<file path="src/dmarm_defs.vh">
// What this block does
// RULE1 - driver builds one 8,192-descriptor ring per channel before enabling it
// RULE2 - four channels, four rings, each with its own pointer set
// RULE3 - completed pointer holds address of last finished descriptor
// RULE4 - fetch pointer holds next descriptor, advances on each consumed one
// RULE5 - software tail pointer, written by software, limits what engine may use
// RULE6 - write-back reports completion, packet start and packet end per descriptor
// RULE7 - software and engine work their ring shares independently, producer-consumer
// RULE8 - software is told of each packet as it completes
// RULE9 - transmit init: fetch and tail at ring start, clear completed, enable
// RULE10 - receive init: buffers attached, fetch at start, tail at end, enable
// RULE11 - transmit packet may span several descriptors, gathered into one packet
// RULE12 - software marks start, end and interrupt flags in transmit descriptors
// RULE13 - transmit user control information travels along with the packet data
// RULE14 - transmit keeps consuming while software keeps advancing the tail
// RULE15 - receive write-back carries completion, start, end and user status
// RULE16 - receive write-back carries the actual received byte count
// RULE17 - a descriptor causing a DMA error gets its error field set
// RULE18 - short error flagged on transmit only, when full length not fetched
// RULE19 - active time in ns over the last second, per engine
// RULE20 - time waiting for descriptors in ns, per engine, readable
// RULE21 - notify after every N processed descriptors, N programmable
// RULE22 - fetch pointer wraps to ring start after the last descriptor
// RULE23 - engine stalls and counts wait while fetch equals tail
`ifndef DMARM_DEFS_VH
`define DMARM_DEFS_VH

`define DMARM_NCHAN        4
`define DMARM_RING_DESCS   8192
`define DMARM_DESC_BYTES   32'h0000_0020
`define DMARM_RING_LAST    32'h0003_ffe0

// register map, word indices within a channel (byte offset is four times the index), channel stride 0x20
`define DMARM_REG_CTRL     3'h0
`define DMARM_REG_BASE     3'h1
`define DMARM_REG_FETCH    3'h2
`define DMARM_REG_TAIL     3'h3
`define DMARM_REG_DONE     3'h4
`define DMARM_REG_ACTIVE   3'h5
`define DMARM_REG_WAIT     3'h6
`define DMARM_REG_ERRS     3'h7
`define DMARM_OFF_ID       12'h080
`define DMARM_ID_VALUE     32'h0a5c_0001  // arbitrary value, names no real part

// control fields
`define DMARM_CTRL_EN      0
`define DMARM_CTRL_C2H     1
`define DMARM_CTRL_N_LO    8
`define DMARM_CTRL_N_HI    23

// write-back status fields
`define DMARM_WB_DONE      31
`define DMARM_WB_ERR       30
`define DMARM_WB_SHORT     29
`define DMARM_WB_SOP       28
`define DMARM_WB_EOP       27

// timing
`define DMARM_CLK_NS       5
`define DMARM_SEC_NS       1000000000

`endif

</file>
<file path="src/dmarm_ring_mgr.v">
`timescale 1ns/1ps
`include "dmarm_defs.vh"
module dmarm_ring_mgr #(
	parameter SEC_CYCLES = `DMARM_SEC_NS / `DMARM_CLK_NS
) (
	// clock and reset
	input  wire        pclk,
	input  wire        presetn,
	// apb slave
	input  wire        psel,
	input  wire        penable,
	input  wire        pwrite,
	input  wire [11:0] paddr,
	input  wire [31:0] pwdata,
	output wire        pready,
	output reg  [31:0] prdata,
	output reg         pslverr,
	// descriptor fetch request and response
	output reg         desc_req_valid,
	output reg  [31:0] desc_req_addr,
	output reg  [1:0]  desc_req_chan,
	input  wire        desc_rsp_valid,
	input  wire [31:0] desc_rsp_buf,
	input  wire [19:0] desc_rsp_len,
	input  wire        desc_rsp_sop,
	input  wire        desc_rsp_eop,
	input  wire        desc_rsp_irq,
	input  wire [31:0] desc_rsp_user,
	input  wire        desc_rsp_err,
	// data movement request and result
	output reg         xfer_valid,
	output reg  [1:0]  xfer_chan,
	output reg         xfer_c2h,
	output reg  [31:0] xfer_buf,
	output reg  [19:0] xfer_len,
	output reg         xfer_sop,
	output reg         xfer_eop,
	output reg  [31:0] xfer_user,
	input  wire        xfer_done,
	input  wire [19:0] xfer_count,
	input  wire        xfer_err,
	input  wire        xfer_short,
	input  wire        xfer_rx_sop,
	input  wire        xfer_rx_eop,
	input  wire [31:0] xfer_ustat,
	// descriptor write-back
	output reg         wb_valid,
	output reg  [31:0] wb_addr,
	output reg  [31:0] wb_status,
	output reg  [31:0] wb_ustat,
	// software notification
	output reg  [3:0]  pkt_done_pulse,
	output reg  [3:0]  coal_pulse
);
	localparam [3:0] S_IDLE  = 4'b0001;
	localparam [3:0] S_FETCH = 4'b0010;
	localparam [3:0] S_MOVE  = 4'b0100;
	localparam [3:0] S_WB    = 4'b1000;

	integer i;
	integer j;

	////////////////////////////////////////////////////////////////////////////////
	// per-channel state, then shared engine state
	reg [31:0] ctrl_q  [0:3];
	reg [31:0] base_q  [0:3];
	reg [31:0] fetch_q [0:3];
	reg [31:0] tail_q  [0:3];
	reg [31:0] done_q  [0:3];
	reg [15:0] coal_q  [0:3];
	reg [3:0]  state_q;
	reg [1:0]  cur_q;
	reg [1:0]  rr_q;
	reg        d_irq_q;
	reg        d_err_q;
	reg [31:0] sec_q;
	reg        sec_tick_q;

	wire [31:0] act_ns [0:3];
	wire [31:0] wait_ns [0:3];
	wire [15:0] err_cnt [0:3];
	wire [15:0] short_cnt [0:3];

	////////////////////////////////////////////////////////////////////////////////
	// apb decode
	wire       setup    = psel & ~penable;
	wire       access   = psel & penable;
	wire       in_chan  = (paddr[11:7] == 5'h00) & (paddr[1:0] == 2'b00);
	wire       is_id    = (paddr == `DMARM_OFF_ID);
	wire [1:0] a_ch     = paddr[6:5];
	wire [2:0] a_reg    = paddr[4:2];
	wire       wr_ok    = access & pwrite & in_chan;

	// zero wait states: every register answers in its first access cycle
	assign pready = 1'b1;

	reg [31:0] rd_mux;
	always @* begin
		rd_mux = 32'h0000_0000;
		if (is_id) begin
			rd_mux = `DMARM_ID_VALUE;  // arbitrary identification value
		end else if (in_chan) begin
			case (a_reg)
				`DMARM_REG_CTRL:   rd_mux = ctrl_q[a_ch];
				`DMARM_REG_BASE:   rd_mux = base_q[a_ch];
				`DMARM_REG_FETCH:  rd_mux = fetch_q[a_ch];
				`DMARM_REG_TAIL:   rd_mux = tail_q[a_ch];
				`DMARM_REG_DONE:   rd_mux = done_q[a_ch];
				`DMARM_REG_ACTIVE: rd_mux = act_ns[a_ch];  // see RULE19
				`DMARM_REG_WAIT:   rd_mux = wait_ns[a_ch];  // see RULE20
				`DMARM_REG_ERRS:   rd_mux = {short_cnt[a_ch], err_cnt[a_ch]};
				default:           rd_mux = 32'h0000_0000;
			endcase
		end
	end

	// read data captured in setup so it comes from a flop in access
	always @(posedge pclk or negedge presetn) begin
		if (!presetn) begin
			prdata  <= 32'h0000_0000;
			pslverr <= 1'b0;
		end else if (setup) begin
			prdata  <= rd_mux;
			pslverr <= ~(in_chan | (is_id & ~pwrite));
		end
	end

	////////////////////////////////////////////////////////////////////////////////
	// channel selection: any enabled channel whose fetch differs from tail
	reg [3:0] ready_ch;
	reg [1:0] pick;
	reg       pick_ok;
	reg [1:0] cand;
	always @* begin
		pick    = 2'b00;
		pick_ok = 1'b0;
		cand    = 2'b00;
		for (i = 0; i < `DMARM_NCHAN; i = i + 1) begin
			// see RULE23 see RULE5 see RULE7
			ready_ch[i] = ctrl_q[i][`DMARM_CTRL_EN] & (fetch_q[i] != tail_q[i]);
		end
		// round robin from the channel after the last one served, see RULE2
		for (i = 4; i > 0; i = i - 1) begin
			cand = rr_q + i[1:0];
			if (ready_ch[cand]) begin
				pick    = cand;
				pick_ok = 1'b1;
			end
		end
	end

	wire        cur_c2h  = ctrl_q[cur_q][`DMARM_CTRL_C2H];
	wire [31:0] cur_ptr  = fetch_q[cur_q];
	// see RULE22
	wire [31:0] next_ptr = (cur_ptr == base_q[cur_q] + `DMARM_RING_LAST) ?
	                       base_q[cur_q] : cur_ptr + `DMARM_DESC_BYTES;
	wire        wb_sop   = cur_c2h ? xfer_rx_sop : xfer_sop;
	wire        wb_eop   = cur_c2h ? xfer_rx_eop : xfer_eop;
	wire        finish   = (state_q == S_WB);
	wire [15:0] coal_n   = ctrl_q[cur_q][`DMARM_CTRL_N_HI:`DMARM_CTRL_N_LO];

	////////////////////////////////////////////////////////////////////////////////
	// descriptor engine
	always @(posedge pclk or negedge presetn) begin
		if (!presetn) begin
			state_q        <= S_IDLE;
			cur_q          <= 2'b00;
			rr_q           <= 2'b00;
			d_irq_q        <= 1'b0;
			d_err_q        <= 1'b0;
			desc_req_valid <= 1'b0;
			desc_req_addr  <= 32'h0000_0000;
			desc_req_chan  <= 2'b00;
			xfer_valid     <= 1'b0;
			xfer_chan      <= 2'b00;
			xfer_c2h       <= 1'b0;
			xfer_buf       <= 32'h0000_0000;
			xfer_len       <= 20'h00000;
			xfer_sop       <= 1'b0;
			xfer_eop       <= 1'b0;
			xfer_user      <= 32'h0000_0000;
			wb_valid       <= 1'b0;
			wb_addr        <= 32'h0000_0000;
			wb_status      <= 32'h0000_0000;
			wb_ustat       <= 32'h0000_0000;
			pkt_done_pulse <= 4'h0;
		end else begin
			wb_valid       <= 1'b0;
			pkt_done_pulse <= 4'h0;
			case (state_q)
				S_IDLE: begin
					if (pick_ok) begin
						cur_q          <= pick;
						desc_req_valid <= 1'b1;
						desc_req_addr  <= fetch_q[pick];
						desc_req_chan  <= pick;
						state_q        <= S_FETCH;
					end
				end
				S_FETCH: begin
					if (desc_rsp_valid) begin
						desc_req_valid <= 1'b0;
						d_irq_q        <= desc_rsp_irq;
						d_err_q        <= desc_rsp_err;
						xfer_valid     <= 1'b1;
						xfer_chan      <= cur_q;
						xfer_c2h       <= cur_c2h;
						xfer_buf       <= desc_rsp_buf;
						xfer_len       <= desc_rsp_len;
						xfer_sop       <= desc_rsp_sop;  // see RULE11
						xfer_eop       <= desc_rsp_eop;
						xfer_user      <= cur_c2h ? 32'h0000_0000 : desc_rsp_user;  // see RULE13
						state_q        <= S_MOVE;
					end
				end
				S_MOVE: begin
					if (xfer_done) begin
						xfer_valid <= 1'b0;
						wb_valid   <= 1'b1;
						wb_addr    <= cur_ptr;
						wb_status  <= 32'h0000_0000;
						wb_status[`DMARM_WB_DONE]  <= 1'b1;  // see RULE6
						wb_status[`DMARM_WB_ERR]   <= xfer_err | d_err_q;  // see RULE17
						wb_status[`DMARM_WB_SHORT] <= xfer_short & ~cur_c2h;  // see RULE18
						wb_status[`DMARM_WB_SOP]   <= wb_sop;  // see RULE15
						wb_status[`DMARM_WB_EOP]   <= wb_eop;
						wb_status[19:0]            <= xfer_count;  // see RULE16
						wb_ustat   <= cur_c2h ? xfer_ustat : 32'h0000_0000;
						state_q    <= S_WB;
					end
				end
				S_WB: begin
					// tell software per packet, not per prepared chain, see RULE8
					pkt_done_pulse[cur_q] <= wb_status[`DMARM_WB_EOP] | d_irq_q;
					rr_q    <= cur_q;
					state_q <= S_IDLE;  // see RULE14
				end
				default: begin
					state_q <= S_IDLE;
				end
			endcase
		end
	end

	////////////////////////////////////////////////////////////////////////////////
	// software-visible pointers and control
	always @(posedge pclk or negedge presetn) begin
		if (!presetn) begin
			for (j = 0; j < `DMARM_NCHAN; j = j + 1) begin
				ctrl_q[j]  <= 32'h0000_0000;
				base_q[j]  <= 32'h0000_0000;
				fetch_q[j] <= 32'h0000_0000;
				tail_q[j]  <= 32'h0000_0000;
				done_q[j]  <= 32'h0000_0000;
				coal_q[j]  <= 16'h0000;
			end
			coal_pulse <= 4'h0;
		end else begin
			coal_pulse <= 4'h0;
			if (wr_ok) begin
				case (a_reg)
					`DMARM_REG_CTRL:  ctrl_q[a_ch]  <= pwdata;
					`DMARM_REG_BASE:  base_q[a_ch]  <= pwdata;
					`DMARM_REG_FETCH: fetch_q[a_ch] <= pwdata;
					`DMARM_REG_TAIL:  tail_q[a_ch]  <= pwdata;  // see RULE5
					`DMARM_REG_DONE:  done_q[a_ch]  <= pwdata;
					default: begin
					end
				endcase
			end
			// engine updates win over a software write in the same cycle
			if (finish) begin
				fetch_q[cur_q] <= next_ptr;  // see RULE4 see RULE22
				done_q[cur_q]  <= cur_ptr;  // see RULE3
				// see RULE21
				if (coal_n != 16'h0000 && coal_q[cur_q] + 16'h0001 >= coal_n) begin
					coal_q[cur_q]     <= 16'h0000;
					coal_pulse[cur_q] <= 1'b1;
				end else begin
					coal_q[cur_q] <= coal_q[cur_q] + 16'h0001;
				end
			end
		end
	end

	////////////////////////////////////////////////////////////////////////////////
	// one-second enable and statistics
	// slower rates are enables from this counter, never a second clock
	always @(posedge pclk or negedge presetn) begin
		if (!presetn) begin
			sec_q      <= 32'h0000_0000;
			sec_tick_q <= 1'b0;
		end else if (sec_q >= SEC_CYCLES - 1) begin
			sec_q      <= 32'h0000_0000;
			sec_tick_q <= 1'b1;
		end else begin
			sec_q      <= sec_q + 32'h0000_0001;
			sec_tick_q <= 1'b0;
		end
	end

	genvar g;
	generate
		for (g = 0; g < `DMARM_NCHAN; g = g + 1) begin : g_chan
			wire busy_c  = (state_q != S_IDLE) & (cur_q == g);
			// waiting: enabled with nothing submitted, see RULE23
			wire wait_c  = ctrl_q[g][`DMARM_CTRL_EN] & (fetch_q[g] == tail_q[g]);
			wire clr_c   = wr_ok & (a_ch == g) & (a_reg == `DMARM_REG_ERRS);
			wire hit_err = finish & (cur_q == g) & wb_status[`DMARM_WB_ERR];
			wire hit_sh  = finish & (cur_q == g) & wb_status[`DMARM_WB_SHORT];
			dmarm_ns_meter u_act (
				.pclk      (pclk),
				.presetn   (presetn),
				.sec_tick  (sec_tick_q),
				.busy      (busy_c),
				.last_ns_q (act_ns[g])
			);  // see RULE19
			dmarm_ns_meter u_wait (
				.pclk      (pclk),
				.presetn   (presetn),
				.sec_tick  (sec_tick_q),
				.busy      (wait_c),
				.last_ns_q (wait_ns[g])
			);  // see RULE20
			dmarm_err_count u_err (
				.pclk    (pclk),
				.presetn (presetn),
				.hit     (hit_err),
				.clr     (clr_c),
				.count_q (err_cnt[g])
			);
			dmarm_err_count u_short (
				.pclk    (pclk),
				.presetn (presetn),
				.hit     (hit_sh),
				.clr     (clr_c),
				.count_q (short_cnt[g])
			);
		end
	endgenerate
endmodule // dmarm_ring_mgr

</file>
<file path="src/dmarm_ns_meter.v">
`timescale 1ns/1ps
// accumulates ns while busy, snapshots on each one-second tick
module dmarm_ns_meter (
	// clock and reset
	input  wire        pclk,
	input  wire        presetn,
	// measurement
	input  wire        sec_tick,
	input  wire        busy,
	output reg  [31:0] last_ns_q
);
	reg [31:0] acc_q;
	wire [31:0] step = busy ? `DMARM_CLK_NS : 32'h0000_0000;

	always @(posedge pclk or negedge presetn) begin
		if (!presetn) begin
			acc_q     <= 32'h0000_0000;
			last_ns_q <= 32'h0000_0000;
		end else if (sec_tick) begin
			last_ns_q <= acc_q + step;
			acc_q     <= 32'h0000_0000;
		end else begin
			acc_q <= acc_q + step;
		end
	end
endmodule // dmarm_ns_meter

</file>
<file path="src/dmarm_err_count.v">
`timescale 1ns/1ps
// saturating event counter, cleared by software
module dmarm_err_count (
	// clock and reset
	input  wire        pclk,
	input  wire        presetn,
	// events
	input  wire        hit,
	input  wire        clr,
	output reg  [15:0] count_q
);
	always @(posedge pclk or negedge presetn) begin
		if (!presetn) begin
			count_q <= 16'h0000;
		end else if (hit) begin
			// an event in the clearing cycle is kept
			count_q <= clr ? 16'h0001 : ((count_q == 16'hffff) ? count_q : count_q + 16'h0001);
		end else if (clr) begin
			count_q <= 16'h0000;
		end
	end
endmodule // dmarm_err_count

</file>
<file path="config.mk">
export PLATFORM = sky130hd
export DESIGN_NAME = dmarm_ring_mgr
export DESIGN_NICKNAME = d
export VERILOG_FILES = /design/src/dmarm_ring_mgr.v /design/src/dmarm_ns_meter.v /design/src/dmarm_err_count.v
export VERILOG_INCLUDE_DIRS = /design/src
export SDC_FILE = /design/constraint.sdc
export NUM_CORES = 2
export LEC_CHECK = 0
export BUFFER_PORTS_ARGS = -buffer_cell sky130_fd_sc_hd__buf_2
export CAP_MARGIN = 20
export CORE_MARGIN = 3
export CORE_UTILIZATION = 45
export CTS_CLUSTER_DIAMETER = 60
export DETAILED_ROUTE_END_ITERATION = 7
export SLEW_MARGIN = 20
export SYNTH_ARGS = -nofsm -noshare
export SYNTH_HDL_FRONTEND = slang
export SYNTH_SLANG_ARGS = --single-unit
</file>
<file path="constraint.sdc">
create_clock -name pclk -period 12.2 [get_ports pclk]
set_input_delay 2.44 -clock pclk [delete_from_list [all_inputs] [get_ports pclk]]
set_output_delay 2.44 -clock pclk [all_outputs]
set_load 0.1 [all_outputs]
</file>
## Word-level counts from Yosys, hierarchy flattened

Index checks and enable logic that the tools add are counted.

| storage, ports and cells | value |
|---|---|
| bits in registers | 1641 |
| input bits | 195 |
| output and inout port bits | 264 |
| word-level logic and storage cells | 395 |

| operators by class | value |
|---|---|
| add/subtract/negate cells | 23 |
| order comparisons | 13 |
| eq/ne operators | 47 |
| multiplexer cells | 150 |
| bitwise operators | 52 |
| reductions and logical operators | 37 |

Operators by type and width:

| operator | number |
|---|---|
| two-way mux 32 bit | 36 |
| bitwise mux 128 bit | 7 |
| two-way mux 128 bit | 6 |
| binary-select mux 32 bit (select 2 bit) | 11 |
| two-way mux 16 bit | 35 |
| adder 32 bit | 8 |
| one-hot mux 32 bit (8 select lines) | 1 |
| == test 32 bit | 5 |
| adder 16 x 1 -> 16 bit (second input constant) | 9 |
| demux 32 bit (select 2 bit) | 2 |
| == test 16 bit (second input constant) | 8 |
| inequality test 32 bit | 4 |
| binary-select mux 16 bit (select 2 bit) | 3 |
| bitwise AND 64 bit | 1 |
| bitwise mux 64 bit | 1 |
| two-way mux 64 bit | 1 |
| inverter 64 bit | 1 |
| two-way mux 24 bit | 2 |
| bitwise AND 1 bit | 39 |
| adder 32 x 1 -> 32 bit (second input constant) | 1 |
| adder 32 x 18 -> 32 bit (second input constant) | 1 |
| adder 32 x 6 -> 32 bit (second input constant) | 1 |
| demux 16 bit (select 2 bit) | 1 |
| >= comparator 32 x 28 -> 1 bit (second input constant) | 1 |
| other kinds (40) | 137 |

## Logic depth before layout (Yosys ltp)

| logic depth | value |
|---|---|
| word-level depth | 12 |
| mapped depth | 24 |
| gate-level depth less buffers | 17 |

## Modules after synthesis

A second synthesis with hierarchy kept.

| second synthesis, totals | value |
|---|---|
| cell total of the unflattened synthesis | 7830 |
| area, all modules | 85731.0 µm² |

By module, submodules not included:

| module | instances | cells each | area each (µm²) | sequential area each (µm²) |
|---|---|---|---|---|
| dmarm_ring_mgr | 1 | 4830 | 55441.9 | 25050.3 |
| dmarm_ns_meter | 8 | 279 | 2875.3 | 1601.5 |
| dmarm_err_count | 8 | 96 | 910.9 | 400.4 |

## Worst setup path before layout

Ideal clock, no wire load.

| timing | value |
|---|---|
| kind | register to register |
| start point | reg cur_q[1] |
| end point | reg coal_q[50] in the netlist's numbering |
| library setup time | 0.135 ns |
| arrival | 5.604 ns |
| data required time | 12.065 ns |
| path slack | 6.461 ns |
| cell stages (with the launch flop) | 24 |
| buffers on the path | 10 |
| clock period less this slack | 5.739 ns |
| path through | dfrtp_1 -> clkbuf_1 -> buf_4 -> buf_4 -> buf_2 -> buf_2 -> clkbuf_1 -> buf_1 -> mux4_2 -> ha_1 -> clkbuf_1 -> xnor2_1 -> inv_1 -> ha_1 -> a21o_1 -> a21o_1 -> a21oi_1 -> nor2b_1 -> o21ai_0 -> a2111oi_0 -> o21a_1 -> buf_2 -> buf_1 -> o31ai_1 |

| between the ends | value |
|---|---|
| word-level cells in the longest chain between the ends | 8 |
| elaborated cells on any way between the ends | 20 |
| classes of those cells | add/sub (1); order compare (3); mux (10); bitwise (3); reduce/logical (3) |

Ends and longest elaborated chain:

| what | RTL line | text |
|---|---|---|
| start: declaration | dmarm_ring_mgr.v:72 | `reg [1:0] cur_q;` |
| start signal: assignment | dmarm_ring_mgr.v:193 | `cur_q <= pick;` |
| inverter 2 -> 3 bit (not written as such) (*) | n/a |  |
| binary-select mux 16 bit (select 2 bit), or another cell as far along | dmarm_ring_mgr.v:276, dmarm_ring_mgr.v:280 |  |
| two-way mux 16 bit (not written as such) / logical AND 1 bit (equally long branches) | dmarm_ring_mgr.v:276, dmarm_ring_mgr.v:280, dmarm_ring_mgr.v:277 |  |
| two-way mux 16 bit, on equally long branches | dmarm_ring_mgr.v:276, dmarm_ring_mgr.v:280, dmarm_ring_mgr.v:277 |  |
| adder 16 x 1 -> 16 bit / demux 16 bit (select 2 bit) (equally long branches) | dmarm_ring_mgr.v:276, dmarm_ring_mgr.v:280, dmarm_ring_mgr.v:277 |  |
| >= comparator 16 bit / inverter 64 bit (equally long branches) | n/a |  |
| logical AND 1 bit / bitwise AND 64 bit (equally long branches) | n/a |  |
| two-way mux 64 bit (*) | dmarm_ring_mgr.v:276 | `if (coal_n != 16'h0000 && coal_q[cur_q] + 16'h0001 >= coal_n) begin` |
| end signal: indexed assignment | dmarm_ring_mgr.v:280 | `coal_q[cur_q] <= coal_q[cur_q] + 16'h0001;` |
| end: declaration | dmarm_ring_mgr.v:70 | `reg [15:0] coal_q [0:3];` |

Every way passes the cells marked *; elsewhere a longest branch is shown, timed or not. The select of a mux whose other input is x is not followed.
A chain may end at the register's enable or synchronous reset.

## Worst setup path in the final report

| timing | value |
|---|---|
| start point | reg cur_q[0] |
| end point | reg fetch_q[9] in the netlist's numbering |

| between the ends | value |
|---|---|
| word-level cells in the longest chain between the ends | 9 |
| elaborated cells on any way between the ends | 18 |
| classes of those cells | add/sub (2); order compare (2); eq/ne (1); mux (11); bitwise (1); reduce/logical (1) |

Ends and longest elaborated chain:

| what | RTL line | text |
|---|---|---|
| inverter 2 -> 3 bit (not written as such) (*) | n/a |  |
| binary-select mux 32 bit (select 2 bit) | dmarm_ring_mgr.v:155, dmarm_ring_mgr.v:156 |  |
| two-way mux 32 bit (not written as such) (2 in a row) | dmarm_ring_mgr.v:155, dmarm_ring_mgr.v:156 |  |
| adder 32 x 18 -> 32 bit (no line) | n/a |  |
| == test 32 bit (no line) | n/a |  |
| two-way mux 32 bit (no line) | n/a |  |
| bitwise mux 128 bit (*) | dmarm_ring_mgr.v:273 | `fetch_q[cur_q] <= next_ptr;` |
| two-way mux 128 bit (*) | dmarm_ring_mgr.v:272 | `if (finish) begin` |
| end signal: indexed assignment | dmarm_ring_mgr.v:264 | `` `DMARM_REG_FETCH: fetch_q[a_ch] <= pwdata; `` |
| end signal: indexed assignment | dmarm_ring_mgr.v:273 |  |
| end: declaration | dmarm_ring_mgr.v:67 | `reg [31:0] fetch_q [0:3];` |

Marks and branches as above.

==> impl_results.md <==
- Outcome: finished, final reports clean
- Number of DRC markers in iteration 0: 6,485
- Chip width: 433.9 µm
- Initial Util: 45.43%
- Synth top area share: 49.81%
- Max VDD drop: 0.0002770 V
- Clk buf depth: 3
- Number of global-route vias before repair: 60,080
- Cell variety after synth: 77
- Clock tree sinks: around 1,600
- Largest net degree at the start of global routing: 239
- Synth Register Bits: 1,641
- Async SR Flop Fraction: 100.0%
- Crit Path Max Fanout: 25
- PortBufs: 450
- GRT Util Overall: 28.42%
- Antenna violations before repair: 18
- Area growth syn-to-layout: 12.82%
- Top-count cell post-synth: dfrtp_1
- Postcts setup bufs: 0
- Vias per inst: 5.952
- Max Fclk: about 160 MHz
- Rows: 156
- Leak Pwr: around 42 nW
- Seq/Total Area, Yosys: about 50%
- Critical Path AT: just under 7 ns
- Hold Buf Count CTS: 0
- Layout cells sized above 1: 22.77%
- DRT Wirelength: 270.3 mm
- Syn avg cell area: 10.90 µm²
- Pins Over Slew Limit: 0
- First-pass GRT wire length: 398.6 mm
- Max Cap Viol: 0
- CTS Buf Count: 185
- CP startpoint kind: register
- Routed WL per cell: 26.23 µm
- Final setup fails: 0
- DRC Markers: 0
- Setup tns final: 0 ns
- Drt pass-1 iters: 5
- Largest area contributor in the netlist: dfrtp_1
- Total grt overflow: 0
- Post-DP HPWL: 182.7 mm
- Placed Area: 86,670 µm²
- Post-CTS sizing: 0
- Synthesized area: between 80,000 and 90,000 µm²
- Fin. Hold Viols: 0
- Tmin final: 6.144 ns
- Synth Flop Type: dfrtp_1
- Critical path capture point type: register
- RSZ-0062 raised after global routing: no
- Setup Crit Path Kind: reg -> reg
- Clk Latency, worst-skew pair: 0.84 ns
- Worst hold path type: reg -> reg
- Final hold slack: 0.4598 ns
- GP Congestion: 0.9506
- Io pins: 459
- Cells after synthesis: 7,559
- EDFF count, synth: 0
- Die Ht: between 400 and 500 µm
- CP required: 12.89 ns
- H-Tree Depth: 4
- # fillers: 16,090
- Pwr dens: 160.9 nW/µm²
- Core area: 181,300 µm²
- Worst-path clk slew: about 0.06 ns
- Largest cells by area after synthesis: dfrtp_1 (50%), mux4_2 (9.7%), mux2_2 (7.0%), nand2_1 (5.3%), nor2_1 (3.8%)
- Clk root buf: clkbuf_16
- Via count: around 61,000
- Max-slew headroom: 16.59%
- ANT nets after route: 0
- Total die area: 188,200 µm²
- Design Area, Final: between 90,000 and 100,000 µm²
- Period Utilization, post-route: roughly half
- Yosys warning count: 0
- TritonCTS clock tree: built
- Actual slew at the worst max-slew pin: 1.247 ns
- Max Clock Skew: ~0.039 ns
- Fin nets: approximately 8,000
- Top cells by count, synth: dfrtp_1 (1,640), nand2_1 (1,159), nor2_1 (834), mux2_2 (514), clkbuf_1 (396)
stage by stage:
| stage | setup WS [ns] | utilization, % | std cells | power, W |
|---|---|---|---|---|
| floorplan | 6.461 | - | 7569 | 0.008503 |
| global placement | 5.731 | 47.78 | 9956 | 0.009338 |
| detailed placement | 5.664 | 47.80 | 9957 | 0.009379 |
| CTS | 6.233 | 51.20 | 10290 | 0.01506 |
| global route | 5.781 | 51.25 | 10300 | 0.01545 |
| finish | 6.056 | 51.26 | 10300 | 0.01496 |
worst paths after layout:
kind / from / to / slack (ns) / cells past startpoint
worst max-delay path: cur_q[0] / fetch_q[9] / 6.06 / 13
worst min-delay path: wb_status[31] / wb_status[31] / 0.46 / 1
worst max register to register: cur_q[0] / fetch_q[9] / 6.06 / 13
worst min register to register: wb_status[31] / wb_status[31] / 0.46 / 1
max in group asynchronous: presetn / tail_q[18] / 8.08 / 4
min in group asynchronous: presetn / g_chan[1].u_wait.acc_q[10] / 1.63 / 1
cell usage in the layout (no fill, tap or decap), types with 61 or more instances in the layout:
master / Yosys / routed
o31ai_1: 75 / 74
nor2_1: 834 / 827
and3_1: 120 / 120
xor2_1: 277 / 277
o21ai_0: 237 / 237
mux2i_1: 264 / 264
inv_1: 72 / 70
buf_4: 16 / 86
mux2_2: 514 / 514
o21ai_1: 61 / 61
buf_2: 17 / 447
nand2_1: 1159 / 1140
xnor2_1: 287 / 287
nand3_1: 180 / 177
mux4_2: 355 / 355
a21oi_1: 348 / 348
nand4_1: 105 / 105
clkbuf_16: 0 / 187
dfrtp_1: 1640 / 1637
critical path, cell delays in order (launching register included):
cell       delay (ns)
dfrtp_4          0.70
buf_4            0.47
buf_4            0.62
mux4_2           0.71
xor2_1           0.21
nor4_1           0.42
o21ai_0          0.16
nor4_1           0.65
o2111ai_1        0.30
nor4_1           0.45
nand4_1          0.22
buf_4            0.42
mux2i_1          0.46
o21ai_0          0.16
report_power, final:
group	internal [W]	switching [W]
Combinational	0.000605	0.00276
Clock	0.00330	0.00237
Sequential	0.00573	0.000199
logic make-up after synthesis:
family          share of synthesized area (%)
xor+xnor                                5.996
mux                                     20.37
simple gates                            13.68
fa+ha+maj                              0.7897
compound gates                          6.359
buf+inv                                 2.952
flops                                   49.85
other cells                          0.009116
layer usage:
| metal | GRT usage [%] | share of wire (%) |
|---|---|---|
| met1 | 37.47 | 40 |
| met2 | 43.46 | 45 |
| met5 | 0 | 0.017 |
| met4 | 16.26 | 6.7 |
| met3 | 6.235 | 8.4 |
registers in the layout, summed over array words and instances, names as in the netlist, 32 cells and up:
| signal | flops |
|---|---|
| g_chan.u_act.acc_q | 128 |
| g_chan.u_short.count_q | 64 |
| fetch_q | 128 |
| xfer_user | 32 |
| coal_q | 64 |
| prdata | 32 |
| ctrl_q | 128 |
| desc_req_addr | 32 |
| tail_q | 128 |
| g_chan.u_wait.acc_q | 128 |
| base_q | 128 |
| wb_addr | 32 |
| done_q | 128 |
| sec_q | 32 |
| xfer_buf | 32 |
| g_chan.u_err.count_q | 64 |
| wb_ustat | 32 |
| g_chan.u_act.last_ns_q | 128 |
| g_chan.u_wait.last_ns_q | 128 |
area by class of cell:
type	count	area (µm²)	share of cell area (%)
timing repair buffer	552	3276	3.524
clock buffer	268	5454	5.868
sequential	1641	41080	44.19
clock inverter	65	715.7	0.7700
antenna	10	25.02	0.02692
tap	2370	2965	3.190
inverter	74	277.8	0.2988
multi-input combinational	5323	39160	42.13
(Power assumes the default switching activity.)
